**src/pkg/fpsc_map.svh**
```systemverilog
`ifndef FPSC_MAP_SVH
`define FPSC_MAP_SVH

// ----------------------------------------
// command codes
// ----------------------------------------
`define FPSC_CMD_PROG      8'h40
`define FPSC_CMD_PROG_ALT  8'h10
`define FPSC_CMD_ERASE     8'h20
`define FPSC_CMD_CONFIRM   8'hD0
`define FPSC_CMD_SUSPEND   8'hB0
`define FPSC_CMD_STATUS    8'h70
`define FPSC_CMD_CLEAR     8'h50
`define FPSC_CMD_ARRAY     8'hFF

// ----------------------------------------
// op_status_reg field positions
// ----------------------------------------
`define FPSC_SR_READY      7
`define FPSC_SR_EPAUSE     6
`define FPSC_SR_EFAIL      5
`define FPSC_SR_PFAIL      4
`define FPSC_SR_SUPPLY     3
`define FPSC_SR_PPAUSE     2
`define FPSC_SR_LOCK       1
`define FPSC_SR_RST        8'h80
`define FPSC_SR_ERR_MASK   8'h3A

// ----------------------------------------
// array geometry
// ----------------------------------------
`define FPSC_WORDS         64
`define FPSC_BLK_WORDS     8
`define FPSC_ERASED        16'hFFFF

// ----------------------------------------
// timing
// ----------------------------------------
`define FPSC_CLK_NS        10
`define FPSC_PROG_NS       2000
`define FPSC_ERASE_NS      8000
`define FPSC_SUSP_NS       200
`define FPSC_PROG_CYC      ((`FPSC_PROG_NS + `FPSC_CLK_NS - 1) / `FPSC_CLK_NS)
`define FPSC_ERASE_CYC     ((`FPSC_ERASE_NS + `FPSC_CLK_NS - 1) / `FPSC_CLK_NS)
`define FPSC_SUSP_CYC      (`FPSC_SUSP_NS / `FPSC_CLK_NS)

`endif

```
**src/pkg/fpsc_pkg.sv**
```systemverilog
package fpsc_pkg;
    typedef enum logic [2:0] {
        ST_READY, ST_PROG, ST_PROG_HELD, ST_ERASE, ST_ERASE_HELD, ST_NEST_PROG, ST_NEST_HELD
    } fpsc_state_e;

    typedef enum logic [2:0] {
        OP_PROGRAM, OP_ERASE, OP_SUSPEND, OP_RESUME, OP_READ_ARRAY, OP_READ_STATUS, OP_CLEAR,
        OP_READ
    } fpsc_op_e;

    typedef enum logic [2:0] {
        H_IDLE, H_SECOND, H_POLL, H_POLL_WAIT, H_READ_WAIT, H_CLEAR, H_DONE
    } fpsc_host_e;
endpackage

```
**src/pkg/fpsc_if.sv**
```systemverilog
`timescale 1ns/1ps
interface fpsc_if;
    logic        bus_we;
    logic        bus_re;
    logic [15:0] bus_addr;
    logic [15:0] bus_wdata;
    logic [15:0] bus_rdata;
    logic        bus_rvalid;
    logic        write_protect_n;

    modport dev  (input bus_we, bus_re, bus_addr, bus_wdata, write_protect_n,
                  output bus_rdata, bus_rvalid);
    modport host (output bus_we, bus_re, bus_addr, bus_wdata, write_protect_n,
                  input bus_rdata, bus_rvalid);
endinterface

```
**src/rtl/fpsc_device.sv**
```systemverilog
// How it works
// - supply low aborts, sets status bit 3
// - supply sampled at the confirm/data write and while operations run
// - program suspend sets bits 7,2 until resume
// - locked block with protect low aborts, bit 1
// - program is setup code then address/data
// - after program pair, reads return status
// - host polls ready bit for completion
// - host checks bit 7, then 5,4,3,1
// - host clears status after an error
// - status read mode holds until a read array command or an accepted clear command
// - erase suspend pauses after bounded latency
// - reads return status after erase suspend
// - paused erase shows bits 7 and 6
// - read array allowed while erase paused
// - program other block while erase paused
// - nested program is itself suspendable
// - paused erase accepts status and resume too
// - host copies wp_level to write protect every cycle, paused or not
// - erase resume clears bits 6 and 7
// - reads return status after erase resume
// - erase restarts only after nested program ends
// - error bits sticky until clear command in ST_READY or ST_PROG_HELD
// - bit 7 low while operation runs
`timescale 1ns/1ps
`include "fpsc_map.svh"
module fpsc_device import fpsc_pkg::*; (
    input  wire logic       clock,
    input  wire logic       rst_n,
    fpsc_if.dev             bus,
    input  wire logic       supply_low,
    input  wire logic [7:0] block_locked,
    output logic            op_busy,
    output logic            erase_held
);
    fpsc_state_e  state;
    logic [15:0]  prog_cnt;
    logic [15:0]  erase_cnt;
    logic [15:0]  lat_cnt;
    logic         susp_pend;
    logic         prog_setup;
    logic         erase_setup;
    logic [5:0]   prog_addr;
    logic [15:0]  prog_data;
    logic [2:0]   erase_blk;
    logic         status_mode;
    logic         fail_erase;
    logic         fail_prog;
    logic         supply_flag;
    logic         locked_flag;
    logic [15:0]  mem [`FPSC_WORDS];

    logic [7:0]   cmd;
    logic [2:0]   blk;
    logic         prog_run;
    logic         erase_run;
    logic         ready;
    logic         paused_erase;
    logic         paused_prog;
    logic [7:0]   status;
    logic         go_prog;
    logic         go_erase;
    logic         do_psetup;
    logic         do_esetup;
    logic         do_susp;
    logic         do_resume;
    logic         do_clr;
    logic         to_status;
    logic         to_array;
    logic         abort;
    logic         set_e;
    logic         set_p;
    logic         set_v;
    logic         set_l;
    logic         prog_done;
    logic         erase_done;
    logic         lat_done;

    assign cmd          = bus.bus_wdata[7:0];
    assign blk          = bus.bus_addr[5:3];
    assign prog_run     = (state == ST_PROG) || (state == ST_NEST_PROG);
    assign erase_run    = (state == ST_ERASE);
    assign ready        = !prog_run && !erase_run;
    assign paused_erase = (state == ST_ERASE_HELD) || (state == ST_NEST_PROG)
                          || (state == ST_NEST_HELD);
    assign paused_prog  = (state == ST_PROG_HELD) || (state == ST_NEST_HELD);
    assign status       = {ready, paused_erase, fail_erase, fail_prog,
                           supply_flag, paused_prog, locked_flag, 1'b0};
    assign prog_done    = prog_run && (prog_cnt == 16'h0001) && !abort;
    assign erase_done   = erase_run && (erase_cnt == 16'h0001) && !abort;
    assign lat_done     = susp_pend && (lat_cnt == 16'h0001);

    // ----------------------------------------
    // command decoder
    // ----------------------------------------
    always_comb begin
        go_prog   = 1'b0;
        go_erase  = 1'b0;
        do_psetup = 1'b0;
        do_esetup = 1'b0;
        do_susp   = 1'b0;
        do_resume = 1'b0;
        do_clr    = 1'b0;
        to_status = 1'b0;
        to_array  = 1'b0;
        set_e     = 1'b0;
        set_p     = 1'b0;
        set_v     = 1'b0;
        set_l     = 1'b0;
        abort     = 1'b0;
        if ((prog_run || erase_run) && supply_low) begin
            abort = 1'b1;
            set_v = 1'b1;
            set_p = prog_run;
            set_e = erase_run;
        end
        if (bus.bus_we) begin
            if (prog_setup) begin
                to_status = 1'b1;
                if (paused_erase && (blk == erase_blk)) begin
                    set_p = 1'b1;
                end else if (supply_low) begin
                    set_v = 1'b1;
                    set_p = 1'b1;
                end else if (block_locked[blk] && !bus.write_protect_n) begin
                    set_l = 1'b1;
                    set_p = 1'b1;
                end else begin
                    go_prog = 1'b1;
                end
            end else if (erase_setup) begin
                to_status = 1'b1;
                if (cmd != `FPSC_CMD_CONFIRM) begin
                    set_e = 1'b1;
                    set_p = 1'b1;
                end else if (supply_low) begin
                    set_v = 1'b1;
                    set_e = 1'b1;
                end else if (block_locked[blk] && !bus.write_protect_n) begin
                    set_l = 1'b1;
                    set_e = 1'b1;
                end else begin
                    go_erase = 1'b1;
                end
            end else if (prog_run || erase_run) begin
                if ((cmd == `FPSC_CMD_SUSPEND) && !susp_pend) begin
                    do_susp = 1'b1;
                end
            end else begin
                unique case (cmd)
                    `FPSC_CMD_PROG, `FPSC_CMD_PROG_ALT: begin
                        do_psetup = (state == ST_READY) || (state == ST_ERASE_HELD);
                    end
                    `FPSC_CMD_ERASE: begin
                        do_esetup = (state == ST_READY);
                    end
                    `FPSC_CMD_CONFIRM: begin
                        do_resume = paused_erase || paused_prog;
                        to_status = do_resume;
                    end
                    `FPSC_CMD_CLEAR: begin
                        do_clr   = (state == ST_READY) || (state == ST_PROG_HELD);
                        to_array = do_clr;
                    end
                    `FPSC_CMD_STATUS: begin
                        to_status = 1'b1;
                    end
                    `FPSC_CMD_ARRAY: begin
                        to_array = 1'b1;
                    end
                    default: begin
                        to_status = 1'b0;
                    end
                endcase
            end
        end
    end

    // ----------------------------------------
    // write state machine
    // ----------------------------------------
    always_ff @(posedge clock or negedge rst_n) begin
        if (!rst_n) begin
            state       <= ST_READY;
            prog_cnt    <= 16'h0000;
            erase_cnt   <= 16'h0000;
            lat_cnt     <= 16'h0000;
            susp_pend   <= 1'b0;
            prog_setup  <= 1'b0;
            erase_setup <= 1'b0;
            prog_addr   <= 6'h00;
            prog_data   <= 16'h0000;
            erase_blk   <= 3'h0;
        end else begin
            if (bus.bus_we) begin
                prog_setup  <= do_psetup;
                erase_setup <= do_esetup;
            end
            if (go_prog) begin
                prog_addr <= bus.bus_addr[5:0];
                prog_data <= bus.bus_wdata;
                prog_cnt  <= 16'(`FPSC_PROG_CYC);
            end else if (prog_run) begin
                prog_cnt <= prog_cnt - 16'h0001;
            end
            if (go_erase) begin
                erase_blk <= blk;
                erase_cnt <= 16'(`FPSC_ERASE_CYC);
            end else if (erase_run) begin
                erase_cnt <= erase_cnt - 16'h0001;
            end
            if (do_susp) begin
                susp_pend <= 1'b1;
                lat_cnt   <= 16'(`FPSC_SUSP_CYC);
            end else if (lat_done || abort || prog_done || erase_done) begin
                susp_pend <= 1'b0;
            end else if (susp_pend) begin
                lat_cnt <= lat_cnt - 16'h0001;
            end
            unique case (state)
                ST_READY: begin
                    if (go_prog) begin
                        state <= ST_PROG;
                    end else if (go_erase) begin
                        state <= ST_ERASE;
                    end
                end
                ST_PROG: begin
                    if (abort || prog_done) begin
                        state <= ST_READY;
                    end else if (lat_done) begin
                        state <= ST_PROG_HELD;
                    end
                end
                ST_PROG_HELD: begin
                    if (do_resume) begin
                        state <= ST_PROG;
                    end
                end
                ST_ERASE: begin
                    if (abort || erase_done) begin
                        state <= ST_READY;
                    end else if (lat_done) begin
                        state <= ST_ERASE_HELD;
                    end
                end
                ST_ERASE_HELD: begin
                    if (go_prog) begin
                        state <= ST_NEST_PROG;
                    end else if (do_resume) begin
                        state <= ST_ERASE;
                    end
                end
                ST_NEST_PROG: begin
                    if (abort || prog_done) begin
                        state <= ST_ERASE_HELD;
                    end else if (lat_done) begin
                        state <= ST_NEST_HELD;
                    end
                end
                ST_NEST_HELD: begin
                    if (do_resume) begin
                        state <= ST_NEST_PROG;
                    end
                end
            endcase
        end
    end

    // ----------------------------------------
    // sticky error flags
    // ----------------------------------------
    always_ff @(posedge clock or negedge rst_n) begin
        if (!rst_n) begin
            fail_erase  <= 1'b0;
            fail_prog   <= 1'b0;
            supply_flag <= 1'b0;
            locked_flag <= 1'b0;
        end else begin
            fail_erase  <= set_e | (fail_erase & ~do_clr);
            fail_prog   <= set_p | (fail_prog & ~do_clr);
            supply_flag <= set_v | (supply_flag & ~do_clr);
            locked_flag <= set_l | (locked_flag & ~do_clr);
        end
    end

    // ----------------------------------------
    // read mode
    // ----------------------------------------
    always_ff @(posedge clock or negedge rst_n) begin
        if (!rst_n) begin
            status_mode <= 1'b0;
        end else if (to_status || do_susp || do_psetup || do_esetup) begin
            status_mode <= 1'b1;
        end else if (to_array) begin
            status_mode <= 1'b0;
        end
    end

    // ----------------------------------------
    // array
    // ----------------------------------------
    always_ff @(posedge clock or negedge rst_n) begin
        if (!rst_n) begin
            for (int i = 0; i < `FPSC_WORDS; i++) begin
                mem[i] <= `FPSC_ERASED;
            end
        end else if (prog_done) begin
            mem[prog_addr] <= mem[prog_addr] & prog_data;
        end else if (erase_done) begin
            for (int i = 0; i < `FPSC_BLK_WORDS; i++) begin
                mem[{erase_blk, 3'(i)}] <= `FPSC_ERASED;
            end
        end
    end

    // ----------------------------------------
    // read port and outputs
    // ----------------------------------------
    always_ff @(posedge clock or negedge rst_n) begin
        if (!rst_n) begin
            bus.bus_rvalid <= 1'b0;
            bus.bus_rdata  <= 16'h0000;
            op_busy        <= 1'b0;
            erase_held     <= 1'b0;
        end else begin
            bus.bus_rvalid <= bus.bus_re;
            if (bus.bus_re) begin
                bus.bus_rdata <= status_mode ? {8'h00, status} : mem[bus.bus_addr[5:0]];
            end
            op_busy    <= !ready;
            erase_held <= paused_erase;
        end
    end
endmodule

```
**src/flat_wrapper.sv**
```systemverilog
// flat-port wrapper written by rule: the top's interface ports become plain ports
module fpsc_device_flat import fpsc_pkg::*;
  (clock, rst_n, supply_low, block_locked, op_busy, erase_held, bus_bus_we, bus_bus_re, bus_bus_addr, bus_bus_wdata, bus_write_protect_n, bus_bus_rdata, bus_bus_rvalid);
  fpsc_if bus_i ();
  input  wire logic clock;
  input  wire logic rst_n;
  input  wire logic supply_low;
  input  wire logic [7:0] block_locked;
  output logic op_busy;
  output logic erase_held;
  input wire logic [$bits(bus_i.bus_we)-1:0] bus_bus_we;
  input wire logic [$bits(bus_i.bus_re)-1:0] bus_bus_re;
  input wire logic [$bits(bus_i.bus_addr)-1:0] bus_bus_addr;
  input wire logic [$bits(bus_i.bus_wdata)-1:0] bus_bus_wdata;
  input wire logic [$bits(bus_i.write_protect_n)-1:0] bus_write_protect_n;
  output wire logic [$bits(bus_i.bus_rdata)-1:0] bus_bus_rdata;
  output wire logic [$bits(bus_i.bus_rvalid)-1:0] bus_bus_rvalid;
  assign bus_i.bus_we = bus_bus_we;
  assign bus_i.bus_re = bus_bus_re;
  assign bus_i.bus_addr = bus_bus_addr;
  assign bus_i.bus_wdata = bus_bus_wdata;
  assign bus_i.write_protect_n = bus_write_protect_n;
  assign bus_bus_rdata = bus_i.bus_rdata;
  assign bus_bus_rvalid = bus_i.bus_rvalid;
  fpsc_device u_core (.clock(clock), .rst_n(rst_n), .bus(bus_i), .supply_low(supply_low), .block_locked(block_locked), .op_busy(op_busy), .erase_held(erase_held));
endmodule
```
**config.mk**
```make
export PLATFORM = sky130hd
export DESIGN_NAME = fpsc_device_flat
export DESIGN_NICKNAME = d
export VERILOG_FILES = /design/src/pkg/fpsc_pkg.sv /design/src/pkg/fpsc_if.sv /design/src/rtl/fpsc_device.sv /design/src/flat_wrapper.sv
export VERILOG_INCLUDE_DIRS = /design/src /design/src/pkg
export SDC_FILE = /design/constraint.sdc
export NUM_CORES = 2
export LEC_CHECK = 0
export CAP_MARGIN = 20
export CORE_MARGIN = 4
export CORE_UTILIZATION = 25
export DETAILED_ROUTE_END_ITERATION = 12
export DONT_BUFFER_PORTS = 1
export PLACE_DENSITY = 0.48
export SYNTH_ARGS = -nofsm -noshare
export SYNTH_HDL_FRONTEND = slang
export SYNTH_SLANG_ARGS = --single-unit
```
**constraint.sdc**
```tcl
create_clock -name clock -period 3.4 [get_ports clock]
set_clock_uncertainty 0.1 [all_clocks]
set_input_delay 0.17 -clock clock [delete_from_list [all_inputs] [get_ports clock]]
set_output_delay 0.17 -clock clock [all_outputs]
set_load 0.01 [all_outputs]
```
* Word-level counts from Yosys, hierarchy flattened
Cells that the tools add are included.
Operators by class: $add $sub $neg 3, magnitude comparators 20, equal/unequal tests 27, mux-type cells 127, bitwise logic cells 28, reduce and logical (&&, ||, !) cells 51
Operators with widths (number):
- 1024-bit OR | 8
- 1024-bit 2-to-1 mux | 2
- 1024-bit bitwise mux | 1
- 16-bit demux with 6-bit select | 9
- 16-bit 2-to-1 mux | 21
- 16-bit binary-select mux with 6-bit select | 2
- 1-bit 2-to-1 mux | 76
- 7-bit greater-or-equal comparator (second input constant) | 10
- 6-bit inverter with 7-bit output | 10
- 7-bit by 1-bit < comparator with 1-bit output (second input constant) | 9
- 16-bit by 1-bit == test with 1-bit output (second input constant) | 3
- 16-bit by 1-bit subtractor with 16-bit output (second input constant) | 3
- 3-bit 2-to-1 mux | 12
- 8-bit by 7-bit == test with 1-bit output (second input constant) | 3
- 8-bit == test (second input constant) | 3
- 3-bit case mux with 7 select lines | 1
- 1-bit logical AND | 19
- 16-bit bitwise AND | 1
- 1-bit logical OR | 16
- 2-bit nonzero test | 6
- 3-bit == test (second input constant) | 3
- 8-bit by 5-bit == test with 1-bit output (second input constant) | 1
- 8-bit by 6-bit == test with 1-bit output (second input constant) | 1
- 8-bit inequality test (second input constant) | 1
- 18 further kinds | 35
Word-level totals: register bits 1127, input port bits 46, word-level logic and storage cells 339

* Depth between registers and ports, before layout
depth after elaboration 15, depth in mapped cells 13, gate-level depth less buffers 9

* Least setup slack after synthesis
OpenSTA, ideal clock, no wires.
kind register -> register, from reg u_core.prog_addr[0], to reg u_core.mem[103] in the netlist's numbering, setup time 0.089 ns, data arrival time 2.571 ns, setup slack 0.640 ns, cell stages (with the launch flop) 11, path buffers 5, cell sequence dfrtp_1 buf_6 buf_2 buf_2 buf_2 mux2_2 a222oi_1 o22ai_1 o31ai_4 buf_2 a21oi_1
Between the ends: cells in the longest elaborated chain, start to end 7
RTL lines:
- start: declaration | line fpsc_device.sv:43 | logic [5:0] prog_addr;
- start signal: assignment | line fpsc_device.sv:200 | prog_addr <= bus.bus_addr[5:0];
- 6-bit inverter with 7-bit output (implied by the code) * | line fpsc_device.sv:309 | mem[prog_addr] <= mem[prog_addr] & prog_data;
- 7-bit greater-or-equal comparator (implied by the code) (tied with other cells) | line fpsc_device.sv:309
- 1-bit logical AND (implied by the code) / 16-bit 2-to-1 mux (equally long branches) | line fpsc_device.sv:309
- 16-bit 2-to-1 mux (implied by the code) | line fpsc_device.sv:309
- 16-bit demux with 6-bit select / 16-bit bitwise AND (equally long branches) | line fpsc_device.sv:309
- 1024-bit bitwise mux * | line fpsc_device.sv:309
- 1024-bit 2-to-1 mux * | line fpsc_device.sv:308 | end else if (prog_done) begin
- end signal: indexed assignment | line fpsc_device.sv:306 | mem[i] <= `FPSC_ERASED;
- end signal: indexed assignment | line fpsc_device.sv:309
- end signal: indexed assignment | line fpsc_device.sv:312 | mem[{erase_blk, 3'(i)}] <= `FPSC_ERASED;
- end: declaration | line fpsc_device.sv:51 | logic [15:0] mem [`FPSC_WORDS];
Every way passes the cells marked *; elsewhere a longest branch is shown, timed or not. The select of a mux whose other input is x is not followed. A chain may end at the register's enable or synchronous reset.

* Final worst setup path
from reg u_core.prog_addr[2], to reg u_core.mem[977] in the netlist's numbering
Same word-level chain as after synthesis.

==> flow_summary.ini <==
[outcome]
outcome = finished, violations left
violations = negative setup slack

[final_layout]
area.growth.synth_to_final_pct = 23.4
fillers = 24700
nNetsFinal = 5900
final_cell_area_sq_um = 75400
drive_gt1_frac = 0.411
instances_no_fill = 9162
multi_input_area_sq_um = 29400
seq_area_sq_um = 29500

[setup_path]
crit_type = reg2reg
crit_slowest_cell = dfrtp_4
worstPathRequired_ns = 4.01
cp_cell_sequence = buf_4 -> nor2_4 -> buf_4 -> a221oi_1 -> o21ai_1 -> a2bb2oi_4 -> o21ai_4 -> o41ai_4 -> buf_6 -> buf_4 -> buf_4 -> buf_16 -> a21oi_1
crit_fanout = 10
cp_common_cell = buf_4
slowest_delay_ns = 0.56
critPathArrivalTime_ns = 4.16
start_kind = flip-flop
end_kind = flip-flop

[cts]
cts_root_buf = clkbuf_16
clk_path_buf_depth = 3
cts_buffers = 137
clk_pin_slew_ns = 0.07
insertion_delay_ns = 0.80
cts.sinks = 1127
cts_tree = done
htreeDepth = 4

[logic_synthesis]
synth_common_cells = 1,089 x a21oi_1, 1,048 x nor3_1, 1,024 x dfstp_2, 424 x clkbuf_1, 335 x mux4_2
synth_nets = 5777
synth-xor-area-share = 0.00545
synth_top_family_by_area = multiplexers
yosys_warnings = 0
yosys-mux-area-fraction = 0.177
synthCells = 5725
syn_area_sq_um = 61100
syn_area_per_cell_sq_um = 10.7
synthAdderAreaFrac = 0.00123
ys.flop_type = dfstp_2
synth-simple-area-share = 0.129
yosys.area.top_type = dfstp_2
synth_area_leaders = dfstp_2 44%, mux4_2 12%, a21oi_1 8.9%
synth_edf_count = 0
synth_compound_gate_area_share = 0.158
synth_cell_types = 76
yosysTopAreaCellShare = 0.441
synth_most_common_cell = a21oi_1
synth_seq_cells = 1127
yosysSeqAreaShare = 0.483
synthArstFlopShare = 1.00

[timing]
rsz0062_at_grt = true
setup_viol = 273
holdWs_ns = 0.0715
period_share = 1.04
setup_ws_ns = -0.149
worst_pin_slew_ns = 1.42
timing.slew.headroom = 0.0501
max_freq_ghz = 0.282
maxSlewViolCount = 0
finalCriticalPeriod_ns = 3.55
hold_viol_final = 0

[detailed_routing]
ant_nets = 0
wl_per_cell_um = 30.4
wl_um = 278000
drt_iter0_drc = 6572
first_pass_iters = 6
viasPerCell = 5.72
vias = 52400
drc = 0

[pwr]
peakVddDrop_uv = 509
p_leak_nw = 28.4
p_per_area_nw_per_um2 = 448

[placement]
globalplace.congestion = 0.981
dpl.cell_count = 8784
port_buffers = 0
hpwl_um = 174000
place_area_sq_um = 68500

[floorplan]
row_count = 181
initial_core_util = 0.251
io_pins = 65
die_x_um = 502
coreArea_sq_um = 243000
die_h_um = 502
dieArea_sq_um = 252000

[grt]
grt_pass1_vias = 49900
grt.overflow.total = 0
antenna_found_initial = 14
grt_max_degree = 254
grt_use_total = 0.212
grt_pass1_wl_um = 389000

[flow_run]
drv_cap = 0

[min_path]
hold_path.class = in2reg
[worst max-delay path, delay by kind of cell (launching register included)]
kind	cells	cell delay, ns
AND/OR/NAND/NOR	1	0.54
flip-flops	1	0.56
buffers and inverters	6	1.11
AO/OA/AOI/OAI	6	1.13
[per-layer routing]
metal  global-route usage  share of wire  up-vias
met2                0.311           0.43     2766
met1                0.284           0.40    27100
met4                0.117          0.064        6
met5              0.00656        0.00093        -
met3               0.0534           0.10      627
li1                     -              -    21900
[layout by cell type (no fill, tap or decap), types with 11 or more instances in the layout]
cell,Yosys,routed
mux2_2,117,116
nor2_1,189,115
dlygate4sd3_1,0,53
nor4_1,20,19
o211ai_1,12,12
xnor2_1,22,22
a211oi_1,14,13
nand3_1,28,28
buf_4,6,349
inv_1,17,16
mux4_2,335,335
a221oi_2,0,18
buf_16,0,27
clkbuf_16,0,153
nand2_1,207,205
a221o_1,24,24
a21oi_1,1089,1080
a221oi_1,131,113
nand4_1,18,18
xor2_1,16,16
nor3_1,1048,1045
mux2i_1,186,185
a22oi_1,82,79
o21ai_0,98,86
o22ai_1,56,53
clkinv_2,0,18
clkbuf_1,424,35
clkbuf_8,0,26
nor2_2,0,65
nor2b_1,21,13
nand2b_1,22,22
buf_12,0,164
o21ai_1,6,11
dfrtp_1,103,100
buf_6,8,24
dfstp_2,1024,1024
[where the power goes]
part | switching, mW | total, mW | internal, mW
Sequential | 0.268 | 13.9 | 13.7
Clock | 6.23 | 15.1 | 8.85
Combinational | 3.01 | 4.75 | 1.74
[registers in the layout, indices dropped and copies added (netlist names), 3 cells and up]
register,flops
u_core.lat_cnt,16
u_core.prog_data,16
u_core.state,3
u_core.bus.bus_rdata,16
u_core.prog_addr,6
u_core.prog_cnt,16
u_core.mem,1024
u_core.erase_cnt,16
u_core.erase_blk,3
[cell type report]
type                            instances  area share
Antenna cell                            5    0.000166
Clock buffer                          203      0.0536
Clock inverter                         43     0.00651
Inverter                               20     0.00106
Multi-Input combinational cell       3928       0.390
Sequential cell                      1127       0.391
Tap cell                             3202      0.0532
Timing Repair Buffer                  634       0.104
[stage by stage]
stage          power [mW]  utilization  TNS (ns)  setup WS, ns
2_1_floorplan        16.0            -         0         0.640
3_3_place_gp         18.3        0.282   -107.87        -0.417
3_5_place_dp         18.4        0.282   -137.50        -0.460
4_1_cts              33.9        0.307   -0.0389      -0.00974
5_1_grt              34.7        0.310     -3.10       -0.0887
6_report             33.8        0.310    -13.28        -0.149
[what timing repair did]
item	CTS	global route
endpoints found under the setup margin	705	868
buffers inserted	35	14
pin swaps	20	16
hold buffers	63	0
resized for setup	85	69
hold endpoints to repair	201	0
gates cloned	10	12
[path summary, 6_finish.rpt]
kind	to	startpoint	cells past startpoint	slack [ns]
setup / recovery	u_core.mem[977]	u_core.prog_addr[2]	13	-0.15
hold / removal	u_core.prog_cnt[7]	block_locked[5]	5	0.07
setup reg to reg	u_core.mem[977]	u_core.prog_addr[2]	13	-0.15
hold reg to reg	u_core.fail_prog	u_core.fail_prog	2	0.40
max in group asynchronous	u_core.mem[416]	rst_n	8	0.74
min in group asynchronous	u_core.erase_cnt[5]	rst_n	2	0.31
[kinds of logic after synthesis]
kind of cell | Yosys count
AND/OR/NAND/NOR | 1621
AO/OA/AOI/OAI | 1617
flip-flops | 1127
buffers and inverters | 670
multiplexers | 646
XOR/XNOR | 38
adder cells (fa/ha/maj) | 6
(Power assumes the default switching activity.)
